==> src/sjpc_pkg.sv <==
package sjpc_pkg;

  // ****************************************************************
  // TAP states and sizes
  // ****************************************************************
  typedef enum logic [3:0]
  {
    TAP_RESET,
    TAP_IDLE,
    TAP_SEL_DR,
    TAP_CAP_DR,
    TAP_SHIFT_DR,
    TAP_EXIT1_DR,
    TAP_PAUSE_DR,
    TAP_EXIT2_DR,
    TAP_UPD_DR,
    TAP_SEL_IR,
    TAP_CAP_IR,
    TAP_SHIFT_IR,
    TAP_EXIT1_IR,
    TAP_PAUSE_IR,
    TAP_EXIT2_IR,
    TAP_UPD_IR
  } sjpc_tap_e;

  // Test clock edges with select high that force the reset state
  localparam int unsigned SJPC_RESET_TCK_CNT = 5;
  // Synchroniser depth for pins arriving from outside
  localparam int unsigned SJPC_SYNC_STAGES   = 2;
  // Idle levels of the pins, loaded into their synchronisers at reset
  localparam logic        SJPC_TCK_IDLE      = 1'b0;
  localparam logic        SJPC_TMS_IDLE      = 1'b1;
  localparam logic        SJPC_TDI_IDLE      = 1'b1;
  localparam logic        SJPC_TRST_IDLE     = 1'b1;

endpackage

==> src/sjpc_sync.sv <==
`timescale 1ns/10ps
module sjpc_sync
#(
  parameter logic P_IDLE = 1'b0
)
(
  input  wire logic i_ref_clk,
  input  wire logic i_arst_n,
  input  wire logic i_async,
  output logic      o_sync
);
  import sjpc_pkg::*;

  logic [SJPC_SYNC_STAGES-1:0] stage_reg;

  // Two-flop synchroniser; only the next stage reads the first flop
  // Reset loads the pin's idle level, so no false edge or level follows reset
  always_ff @(posedge i_ref_clk or negedge i_arst_n)
  begin
    if (!i_arst_n)
      stage_reg <= {SJPC_SYNC_STAGES{P_IDLE}};
    else
      stage_reg <= {stage_reg[SJPC_SYNC_STAGES-2:0], i_async};
  end

  assign o_sync = stage_reg[SJPC_SYNC_STAGES-1];
endmodule

==> src/sjpc_ctrl.sv <==
`timescale 1ns/10ps
// Functional notes
// Flexible mode: select low claims shared pins
// Pins stay in test until reset state
// Reset state releases pins to user
// Five clocks with select high reach reset
// Dedicated mode: standard select, no sharing
// Checksum run drives data-out pin
// Low test reset initialises scan asynchronously; here done synchronously on the sampled pin, on the third ref rise
// Undriven test reset reads as deasserted
// Unreserved test reset pin is user I/O
// Test clock shared like data pins
// Standard state walk on clock rises
module sjpc_ctrl
(
  input  wire logic           i_ref_clk,
  input  wire logic           i_arst_n,
  input  wire logic           i_dedicated_mode,
  input  wire logic           i_trst_reserved,
  input  wire logic           i_checksum_busy,
  input  wire logic           i_tck,
  input  wire logic           i_tms,
  input  wire logic           i_tdi,
  input  wire logic           i_trst_n,
  input  wire logic           i_scan_tdo,
  input  wire logic           i_user_tdo,
  input  wire logic           i_user_tdo_oe,
  output logic                o_test_owns_pins,
  output logic                o_tck_rise,
  output logic                o_tck_fall,
  output logic                o_tdi,
  output logic                o_tdo,
  output logic                o_tdo_oe,
  output logic                o_user_tck_en,
  output logic                o_user_tdi_en,
  output logic                o_user_trst_en,
  output logic                o_scan_reset,
  output sjpc_pkg::sjpc_tap_e o_tap_state
);
  import sjpc_pkg::*;

  // ****************************************************************
  // Pin synchronisers
  // ****************************************************************
  logic tck_s;
  logic tms_s;
  logic tdi_s;
  logic trst_s;
  logic tck_d_reg;
  logic test_reg;
  logic test_next;
  logic tdo_reg;
  logic tdo_oe_reg;
  logic tdi_reg;
  logic sum_d_reg;
  sjpc_tap_e tap_reg;
  sjpc_tap_e tap_next;

  // Test clock idles low, so the edge detector sees no false rise after reset
  sjpc_sync
  #(
    .P_IDLE (SJPC_TCK_IDLE)
  )
  u_sync_tck
  (
    .i_ref_clk (i_ref_clk),
    .i_arst_n  (i_arst_n),
    .i_async   (i_tck),
    .o_sync    (tck_s)
  );

  // Select idles high; a low here would claim the pins right after reset
  sjpc_sync
  #(
    .P_IDLE (SJPC_TMS_IDLE)
  )
  u_sync_tms
  (
    .i_ref_clk (i_ref_clk),
    .i_arst_n  (i_arst_n),
    .i_async   (i_tms),
    .o_sync    (tms_s)
  );

  // Data in idles high
  sjpc_sync
  #(
    .P_IDLE (SJPC_TDI_IDLE)
  )
  u_sync_tdi
  (
    .i_ref_clk (i_ref_clk),
    .i_arst_n  (i_arst_n),
    .i_async   (i_tdi),
    .o_sync    (tdi_s)
  );

  // Test reset idles high behind its pull-up, so reset leaves the scan alone
  sjpc_sync
  #(
    .P_IDLE (SJPC_TRST_IDLE)
  )
  u_sync_trst
  (
    .i_ref_clk (i_ref_clk),
    .i_arst_n  (i_arst_n),
    .i_async   (i_trst_n),
    .o_sync    (trst_s)
  );

  // ****************************************************************
  // Edge detection and scan reset
  // ****************************************************************
  wire tck_rise  = tck_s & ~tck_d_reg;
  wire tck_fall  = ~tck_s & tck_d_reg;
  // Pull-up makes a floating pin read high, so only a driven low resets
  wire trst_hit  = i_trst_reserved & ~trst_s;
  // Dedicated mode keeps the port always live; flexible mode only when owned or while select is low
  wire port_live = i_dedicated_mode | test_reg | ~tms_s;
  wire tck_step  = tck_rise & port_live;

  always_ff @(posedge i_ref_clk or negedge i_arst_n)
  begin
    if (!i_arst_n)
      tck_d_reg <= SJPC_TCK_IDLE;
    else
      tck_d_reg <= tck_s;
  end

  // ****************************************************************
  // TAP state machine
  // ****************************************************************
  // Five rises with select high from any state land in reset
  always_comb
  begin
    tap_next = tap_reg;
    unique case (tap_reg)
      TAP_RESET:    tap_next = tms_s ? TAP_RESET   : TAP_IDLE;
      TAP_IDLE:     tap_next = tms_s ? TAP_SEL_DR  : TAP_IDLE;
      TAP_SEL_DR:   tap_next = tms_s ? TAP_SEL_IR  : TAP_CAP_DR;
      TAP_CAP_DR:   tap_next = tms_s ? TAP_EXIT1_DR : TAP_SHIFT_DR;
      TAP_SHIFT_DR: tap_next = tms_s ? TAP_EXIT1_DR : TAP_SHIFT_DR;
      TAP_EXIT1_DR: tap_next = tms_s ? TAP_UPD_DR  : TAP_PAUSE_DR;
      TAP_PAUSE_DR: tap_next = tms_s ? TAP_EXIT2_DR : TAP_PAUSE_DR;
      TAP_EXIT2_DR: tap_next = tms_s ? TAP_UPD_DR  : TAP_SHIFT_DR;
      TAP_UPD_DR:   tap_next = tms_s ? TAP_SEL_DR  : TAP_IDLE;
      TAP_SEL_IR:   tap_next = tms_s ? TAP_RESET   : TAP_CAP_IR;
      TAP_CAP_IR:   tap_next = tms_s ? TAP_EXIT1_IR : TAP_SHIFT_IR;
      TAP_SHIFT_IR: tap_next = tms_s ? TAP_EXIT1_IR : TAP_SHIFT_IR;
      TAP_EXIT1_IR: tap_next = tms_s ? TAP_UPD_IR  : TAP_PAUSE_IR;
      TAP_PAUSE_IR: tap_next = tms_s ? TAP_EXIT2_IR : TAP_PAUSE_IR;
      TAP_EXIT2_IR: tap_next = tms_s ? TAP_UPD_IR  : TAP_SHIFT_IR;
      TAP_UPD_IR:   tap_next = tms_s ? TAP_SEL_DR  : TAP_IDLE;
    endcase
  end

  // Test reset acts synchronously on the sampled pin, on the third ref rise after the pin falls, without a test clock
  always_ff @(posedge i_ref_clk or negedge i_arst_n)
  begin
    if (!i_arst_n)
      tap_reg <= TAP_RESET;
    else if (trst_hit)
      tap_reg <= TAP_RESET;
    else if (tck_step)
      tap_reg <= tap_next;
  end

  // ****************************************************************
  // Pin ownership
  // ****************************************************************
  // Claim on select low; hold regardless of select until reset state
  always_comb
  begin
    test_next = test_reg;
    if (i_dedicated_mode)
      test_next = 1'b1;
    else if (trst_hit)
      test_next = 1'b0;
    else if (tck_step && tap_next == TAP_RESET)
      test_next = 1'b0;
    else if (tap_reg == TAP_RESET && tms_s)
      test_next = 1'b0;
    else if (!tms_s)
      test_next = 1'b1;
  end

  always_ff @(posedge i_ref_clk or negedge i_arst_n)
  begin
    if (!i_arst_n)
      test_reg <= 1'b0;
    else
      test_reg <= test_next;
  end

  // ****************************************************************
  // Data pins; scan data-out updated on test clock falls
  // ****************************************************************
  wire shifting   = (tap_reg == TAP_SHIFT_DR) | (tap_reg == TAP_SHIFT_IR);
  wire tdo_oe_nxt = (test_reg & shifting) | i_checksum_busy | (~test_reg & i_user_tdo_oe);
  wire tdo_nxt    = (test_reg | i_checksum_busy) ? i_scan_tdo : i_user_tdo;

  always_ff @(posedge i_ref_clk or negedge i_arst_n)
  begin
    if (!i_arst_n)
    begin
      tdo_reg    <= 1'b0;
      tdo_oe_reg <= 1'b0;
      tdi_reg    <= 1'b0;
      sum_d_reg  <= 1'b0;
    end
    else
    begin
      tdi_reg   <= tdi_s;
      sum_d_reg <= i_checksum_busy;
      // Checksum and user paths update every cycle; scan path on falls only.
      // The cycle after a checksum also updates, so a stopped test clock cannot leave the pin driven
      if (tck_fall || !test_reg || i_checksum_busy || sum_d_reg)
      begin
        tdo_reg    <= tdo_nxt;
        tdo_oe_reg <= tdo_oe_nxt;
      end
    end
  end

  assign o_test_owns_pins = test_reg;
  assign o_tck_rise       = tck_step;
  assign o_tck_fall       = tck_fall & test_reg;
  assign o_tdi            = tdi_reg;
  assign o_tdo            = tdo_reg;
  assign o_tdo_oe         = tdo_oe_reg;
  assign o_user_tck_en    = ~test_reg;
  assign o_user_tdi_en    = ~test_reg;
  assign o_user_trst_en   = ~i_trst_reserved;
  assign o_scan_reset     = (tap_reg == TAP_RESET);
  assign o_tap_state      = tap_reg;
endmodule

==> config.mk <==
export PLATFORM = sky130hd
export DESIGN_NAME = sjpc_ctrl
export DESIGN_NICKNAME = d
export VERILOG_FILES = /design/src/sjpc_pkg.sv /design/src/sjpc_sync.sv /design/src/sjpc_ctrl.sv
export SDC_FILE = /design/constraint.sdc
export NUM_CORES = 1
export LEC_CHECK = 0
export BUFFER_PORTS_ARGS = -buffer_cell sky130_fd_sc_hd__buf_2
export CAP_MARGIN = 5
export CORE_ASPECT_RATIO = 0.75
export CORE_MARGIN = 4
export CORE_UTILIZATION = 45
export DETAILED_ROUTE_END_ITERATION = 8
export PLACE_DENSITY = 0.78
export SETUP_SLACK_MARGIN = 0.1
export SYNTH_ARGS = -nofsm -noshare
export SYNTH_HDL_FRONTEND = slang
export SYNTH_SLANG_ARGS = --single-unit
==> constraint.sdc <==
create_clock -name i_ref_clk -period 3.3 [get_ports i_ref_clk]
set_input_delay 0.495 -clock i_ref_clk [delete_from_list [all_inputs] [get_ports i_ref_clk]]
set_output_delay 0.495 -clock i_ref_clk [all_outputs]
set_load 0.01 [all_outputs]
* Word-level counts from Yosys, hierarchy flattened
Cells that the tools add are included.
Storage, ports and cells: register bits after elaboration 18, output and inout bits 14, word-level logic and storage cells 79
Operators by class: eq/ne operators 16, mux-type cells 21, bitwise gates (word level) 19, reduce and logical (&&, ||, !) cells 12
Operators by type and width (number):
- $pmux 4 s12 | 1
- $eq 4x4->1 const B | 8
- $mux 4 | 6
- $eq 4x3->1 const B | 4
- $mux 1 | 9
- $eq 4x2->1 const B | 2
- $logic_not 4->1 | 2
- $and 1x1->1 | 7
- $mux 2 | 3
- $mux 3 | 2
- $not 1->1 | 6
- $or 1x1->1 | 6
- $ne 5x5->1 const B | 1
- $eq 4x1->1 const B | 1
- $reduce_or 2->1 | 2
- $logic_or 1x1->1 | 3
- $reduce_or 3->1 | 1
- $logic_and 1x1->1 | 2
- $reduce_bool 2->1 | 1
- $logic_not 1->1 | 1

* Longest topological paths before layout
Gate-level depths: netlist of run 1.
depth after elaboration 8, mapped depth 6, depth with buffers taken out 4

* Cells and area by module
From an unflattened synthesis of run 1, not the netlist that was laid out.
Unflattened totals: cells, all modules 90, area, all modules 952.2 um^2
Modules (own cells, without submodules):
- sjpc_ctrl | instances 1, cells an instance 82, area an instance 744.5 um^2, seq. area each 250.2 um^2
- sjpc_sync (u_sync_tdi ...) | instances 3, cells an instance 2, area an instance 52.6 um^2, seq. area each 52.6 um^2
- sjpc_sync (u_sync_tck) | instances 1, cells an instance 2, area an instance 50.0 um^2, seq. area each 50.0 um^2

* Worst setup path after synthesis of run 1
No wires, ideal clock.
path kind register to output, start reg tap_reg[2], in the netlist o_tap_state[2], end out o_scan_reset, arrival 1000 ps, required time 2805 ps, setup slack 1805 ps, stages on the path, launching flop included 4, buffers on the path 2, cells stage by stage dfrtp_1 buf_6 buf_6 nor4_2
On the way: longest elaborated chain between the ends 1
RTL lines:
- start, declared | RTL line sjpc_ctrl.sv:56 | sjpc_tap_e tap_reg;
- start signal, assigned | RTL line sjpc_ctrl.sv:165 | tap_reg <= tap_next;
- $logic_not 4->1 | RTL line sjpc_ctrl.sv:234 | assign o_scan_reset = (tap_reg == TAP_RESET);
- end, declared | RTL line sjpc_ctrl.sv:37 | output logic o_scan_reset,
No other way between the ends.

* Final worst setup path of run 1
start reg tap_reg[1], in the netlist o_tap_state[1], end out o_scan_reset
Same word-level chain as after synthesis.

==> flow_metrics.tcl, run 1 <==
set metrics [dict create \
    status "finished, final reports clean" \
    slowest_delay_ps 570 \
    largest_register_ff_count 4 \
    worst_ir_drop_vdd_mv 0.319 \
    ios 26 \
    layout_common_cells "buf_2, dfrtp_1, nor2_1, a21oi_1, dfstp_2" \
    min_period_over_period_pct 56.3 \
    slowest_stage "dfrtp_1" \
    insertion_delay_ps 290 \
    setup_viol_count_final 0 \
    drt_pass1_iterations 4 \
    htree_levels 1 \
    slew_viol_final 0 \
    via_count 736 \
    post-dp-hpwl_um 1350 \
    cp-end-kind "output port" \
    fmax_mhz 539 \
    dieWidth_um 59.9 \
    grt_overflow 0 \
    syn_area_per_cell_sq_um 10.6 \
    avgViaCountPerCell 5.66 \
    start_util_pct 49.9 \
    cp_max_fo 16 \
    grt_pass1_wl_um 3240 \
    place.port_buffers 25 \
    yosysWarnings 0 \
    slew_headroom_pct 64.9 \
    holdBufCountCts 0 \
    p_per_area_nw_per_um2 494 \
    core_sq_um 1820 \
    path_buf_inv 1 \
    crit_family "flip-flops" \
    wl_per_cell_um 13.9 \
    rsz0062_at_grt "no" \
    period_minus_slack_ps 1860 \
    fin_setup_tns_ps 0 \
    fillers 163 \
    cts_tree "built" \
    ctsResizeCount 0 \
    p_leak_nw 0.483 \
    post-route-util_pct 57.3 \
    critPathKind "flip-flop to output port" \
    num_rows 13 \
    die_area_sq_um 2810 \
    drive_gt1_share_pct 40.7 \
    ys_seq_elements 18 \
    grt_max_degree 19 \
    final_common_cell "buf_2" \
    place_congestion 0.775 \
    postRouteAntennaNets 0 \
    syn_area_sq_um 910 \
    area_delta_synth_final_pct 14.7 \
    postCtsSetupBuffers 0 \
    yosysUniqueCellTypes 40 \
    cp-start-kind "flip-flop" \
    die_h_um 46.9 \
    synth-seq-area-share_pct 50.3 \
    finalWirelength_um 1810 \
    clk_pin_slew_worst_paths_ps 100 \
    hold_class "input pin to async pin" \
    remaining_drc_errors 0 \
    tightest_slew_ps 527 \
    cp.arrival_ps 1360 \
    synthCells 86 \
    drt_iter0_markers 33 \
    antenna_found_initial 0 \
    clkSinkCount 18 \
    clockBufferDepth 2 \
    grt_pass1_vias 707 \
    track_usage_pct 15.8 \
    final_nets 121 \
    cap_viol_max_count 0 \
    cp.required_ps 2800 \
    cp_cell_sequence "nor4_2, buf_2" \
    hold_violations 0 \
    num_antenna_cells 0 \
    fin_skew_ps 10.6 \
    numCtsBuffers 3 \
    synth_nets 98 \
    cts_root_buf "clkbuf_4" \
]
power by group:
| group | internal, mW | switching, mW | total (mW) |
|---|---|---|---|
| sequential | 0.241 | 0.0339 | 0.275 |
| combinational | 0.0530 | 0.0563 | 0.109 |
| clock | 0.0671 | 0.0640 | 0.131 |
| total | 0.361 | 0.154 | 0.515 |
cells in the mapped netlist:
library cell  number  share of area, %
dfrtp_1           12                33
nor2_1             9               3.7
a21oi_1            6               3.3
dfstp_2            6                17
nand2_1            4               1.7
buf_4              3               2.5
inv_1              3               1.2
o21ai_0            3               1.7
a211oi_1           2               1.7
a311oi_1           2               1.9
and3_1             2               1.4
buf_2              2               1.1
buf_6              2               2.5
nand2b_1           2               1.4
nor3_1             2               1.1
nor4b_1            2               1.9
a21o_1             1              0.83
a21oi_2            1              0.96
a21oi_4            1               1.8
a221oi_1           1              0.96
a31oi_1            1              0.69
and2_2             1              0.83
and3b_1            1              0.96
and4b_1            1               1.1
inv_2              1              0.41
mux2_1             1               1.2
mux2i_1            1               1.1
nand3_1            1              0.55
nor2_2             1              0.69
nor2b_1            1              0.69
nor4_2             1               1.4
o211a_1            1               1.1
o221ai_1           1              0.96
o22a_1             1              0.96
o31ai_1            1              0.83
o41ai_1            1              0.96
or2_2              1              0.69
or3_2              1              0.83
or4_4              1               1.2
xor2_1             1              0.96
stage by stage:
step                worst slack [ps]  power (mW)  instances  area (sq um)  hold slack [ps]
floorplan                       1800       0.354         86           910              199
global placement                1720       0.384        126          1010              333
detailed placement              1700       0.388        126          1010              337
CTS                             1430       0.522        130          1040              109
global route                    1270       0.553        130          1040              124
finish                          1440       0.515        130          1040              108
worst reg2reg max path, cell delays in order, from the launching register on:
cell	delay, ps
dfrtp_1	690
nor2_1	150
o21ai_0	180
o221ai_1	120
a221oi_1	350
layer usage:
layer | part of all wire (%) | wire, um | track usage (%)
met5 | 0 | 0 | 0
met4 | 1.4 | 25 | 6.19
met3 | 7.5 | 135 | 5.77
met2 | 50 | 901 | 25.0
met1 | 41 | 745 | 19.9
logic make-up after synthesis:
group           Yosys count  synth area share, %
mux                       2                 2.34
flops                    18                 50.3
simple gates             31                 20.1
compound gates           23                 18.6
buf+inv                  11                 7.70
xor+xnor                  1                0.963
path summary, 6_finish.rpt:
path                            slack, ps  cells after the start                         startpoint                                 end
worst max register to register       1690                      4         o_tap_state[2]$_DFFE_PN0P_          o_tap_state[3]$_DFFE_PN0P_
worst min register to register        350                      0  u_sync_tck.stage_reg[0]$_DFF_PN0_   u_sync_tck.stage_reg[1]$_DFF_PN0_
worst min-delay path                  110                      1                           i_arst_n                     o_tdi$_DFF_PN0_
worst max-delay path                 1440                      2         o_tap_state[1]$_DFFE_PN0P_                        o_scan_reset
min in group i_ref_clk                300                      1                              i_tdi   u_sync_tdi.stage_reg[0]$_DFF_PN1_
max in group asynchronous            2860                      1                           i_arst_n  u_sync_trst.stage_reg[1]$_DFF_PN1_
area by class of cell:
class	count	area (sq um)	share of cell area, %
flip-flops and latches	18	458	43.9
repair buffers	25	125	12.0
multi-input cells	57	382	36.6
clock buffers	4	36.3	3.48
well taps	22	27.5	2.64
inverters	4	15.0	1.44
No activity file was read; power rests on OpenSTA's default activity.
==> run 2: changes to the inputs <==
==> constraint.sdc (replaced) <==
create_clock -name i_ref_clk -period 1.79 [get_ports i_ref_clk]
set_input_delay 0.2685 -clock i_ref_clk [delete_from_list [all_inputs] [get_ports i_ref_clk]]
set_output_delay 0.2685 -clock i_ref_clk [all_outputs]
set_load 0.01 [all_outputs]
==> run 2 against run 1 <==
Against the previous run: setup slack got worse by 1300 ps; hold slack got worse by 39 ps; power up 92%; flip-flop and latch count unchanged; sequential power is 83% higher; sequential share of layout area fell by 2.5 points; global-route usage is 1.0 points lower; critical endpoint is now o_tck_rise; first-iteration DRC count is 42% lower; combinational power increased by 120%; largest cell class unchanged.
==> flow_metrics.tcl, run 2 (synthesized netlist as in run 1, its figures left out) <==
set metrics [dict create \
    place.port_buffers 25 \
    die_h_um 46.9 \
    num_antenna_cells 0 \
    grt_overflow 0 \
    fin_setup_tns_ps 0 \
    remaining_drc_errors 0 \
    rsz0062_at_grt "no" \
    largest_register_ff_count 4 \
    dieWidth_um 59.9 \
    postPlaceCellArea_sq_um 1010 \
    final_area_sq_um 1120 \
    fin_skew_ps 9.29 \
    layout_common_cells "buf_2, nor2_1, dfrtp_1, buf_4" \
    slew_headroom_pct 73.8 \
    cp.arrival_ps 1330 \
    htree_levels 1 \
    status "finished, final reports clean" \
    ios 26 \
    grt_pass1_wl_um 2990 \
    clk_pin_slew_worst_paths_ps 100 \
    period_minus_slack_ps 1600 \
    worst_ir_drop_vdd_mv 0.632 \
    final_nets 129 \
    track_usage_pct 14.8 \
    finalWirelength_um 1870 \
    fmax_mhz 625 \
    cp_cell_sequence "nor2_1, a21oi_4, buf_2" \
    slowest_stage "dfrtp_1" \
    core_sq_um 1820 \
    slowest_delay_ps 450 \
    min_period_over_period_pct 89.5 \
    cp-end-kind "output port" \
    drt_pass1_iterations 4 \
    cap_viol_max_count 0 \
    path_buf_inv 1 \
    p_per_area_nw_per_um2 885 \
    hold_class "input pin to flip-flop" \
    avgViaCountPerCell 5.55 \
    wl_per_cell_um 13.5 \
    p_leak_nw 0.519 \
    cp_max_fo 10 \
    clkSinkCount 18 \
    num_rows 13 \
    crit_family "flip-flops" \
    post-dp-hpwl_um 1290 \
    die_area_sq_um 2810 \
    grt_max_degree 19 \
    tightest_slew_ps 392 \
    numCtsBuffers 3 \
    setup_viol_count_final 0 \
    grt_pass1_vias 658 \
    final_common_cell "buf_2" \
    cts_root_buf "clkbuf_4" \
    cts_tree "built" \
    drive_gt1_share_pct 47.4 \
    insertion_delay_ps 290 \
    hold_violations 0 \
    fin_cells 138 \
    via_count 766 \
    drt_iter0_markers 19 \
    clockBufferDepth 2 \
    reg2reg_slack_ps 270 \
    postRouteAntennaNets 0 \
    cp.required_ps 1520 \
    place_congestion 0.768 \
    holdWs_ps 69.5 \
    critPathKind "flip-flop to output port" \
    cp-start-kind "flip-flop" \
    antenna_found_initial 0 \
    area_delta_synth_final_pct 23.1 \
    placedCellCount 127 \
    slew_viol_final 0 \
    start_util_pct 49.9 \
]
## run 2: report_power, final
group / switching, mW / internal, mW
registers: 0.0577 / 0.446
clock network: 0.123 / 0.124
logic: 0.118 / 0.122
total: 0.299 / 0.692
## run 2: metal layers
layer | vias up | share of wire [%] | routed length, um | GRT usage, %
met5 | - | 0 | 0 | 0
met4 | 0 | 0 | 0 | 3.98
met3 | 0 | 7.2 | 135 | 6.04
met2 | 23 | 49 | 922 | 25.2
met1 | 372 | 43 | 809 | 17.5
li1 | 371 | - | - | -
## run 2: timing repair
action                                 4_1_cts  5_1_grt
pin swaps                                    0        0
hold buffers                                 1        0
setup endpoints to repair                    1        4
endpoints found under the hold margin       12        0
gates resized for setup                      3        2
setup buffers                                0        6
## run 2: final cells by class
class | instances | area (sq um)
multi-input combinational | 57 | 390
timing repair buffer | 33 | 188
fill | 169 | 702
sequential | 18 | 463
tap | 22 | 27.5
inverter | 4 | 15.0
clock buffer | 4 | 36.3
## run 2: stage by stage
stage / util [%] / power, mW / setup slack [ps]
finish: 61.5 / 0.991 / 189
global route: 61.5 / 1.06 / 109
CTS: 58.4 / 0.970 / 128
detailed placement: 55.7 / 0.718 / 219
global placement: 55.7 / 0.708 / 309
floorplan: - / 0.653 / 391
## run 2: final timing paths
check                                             startpoint                                end  cells after the start
setup / recovery                o_test_owns_pins$_DFFE_PN0P_                         o_tck_rise                      3
hold / removal                                         i_tdi  u_sync_tdi.stage_reg[0]$_DFF_PN1_                      1
setup reg to reg                  o_tap_state[3]$_DFFE_PN0P_       o_test_owns_pins$_DFFE_PN0P_                      4
hold reg to reg            u_sync_tck.stage_reg[0]$_DFF_PN0_  u_sync_tck.stage_reg[1]$_DFF_PN0_                      0
max in group asynchronous                           i_arst_n  u_sync_tms.stage_reg[0]$_DFF_PN1_                      2
min in group asynchronous                           i_arst_n                tck_d_reg$_DFF_PN0_                      2
## run 2: worst reg2reg max path, cell delays in order (launching register included)
cell      delay (ps)
dfrtp_2          530
or2_2            330
a211oi_1         260
a21oi_1          110
a21o_1           190
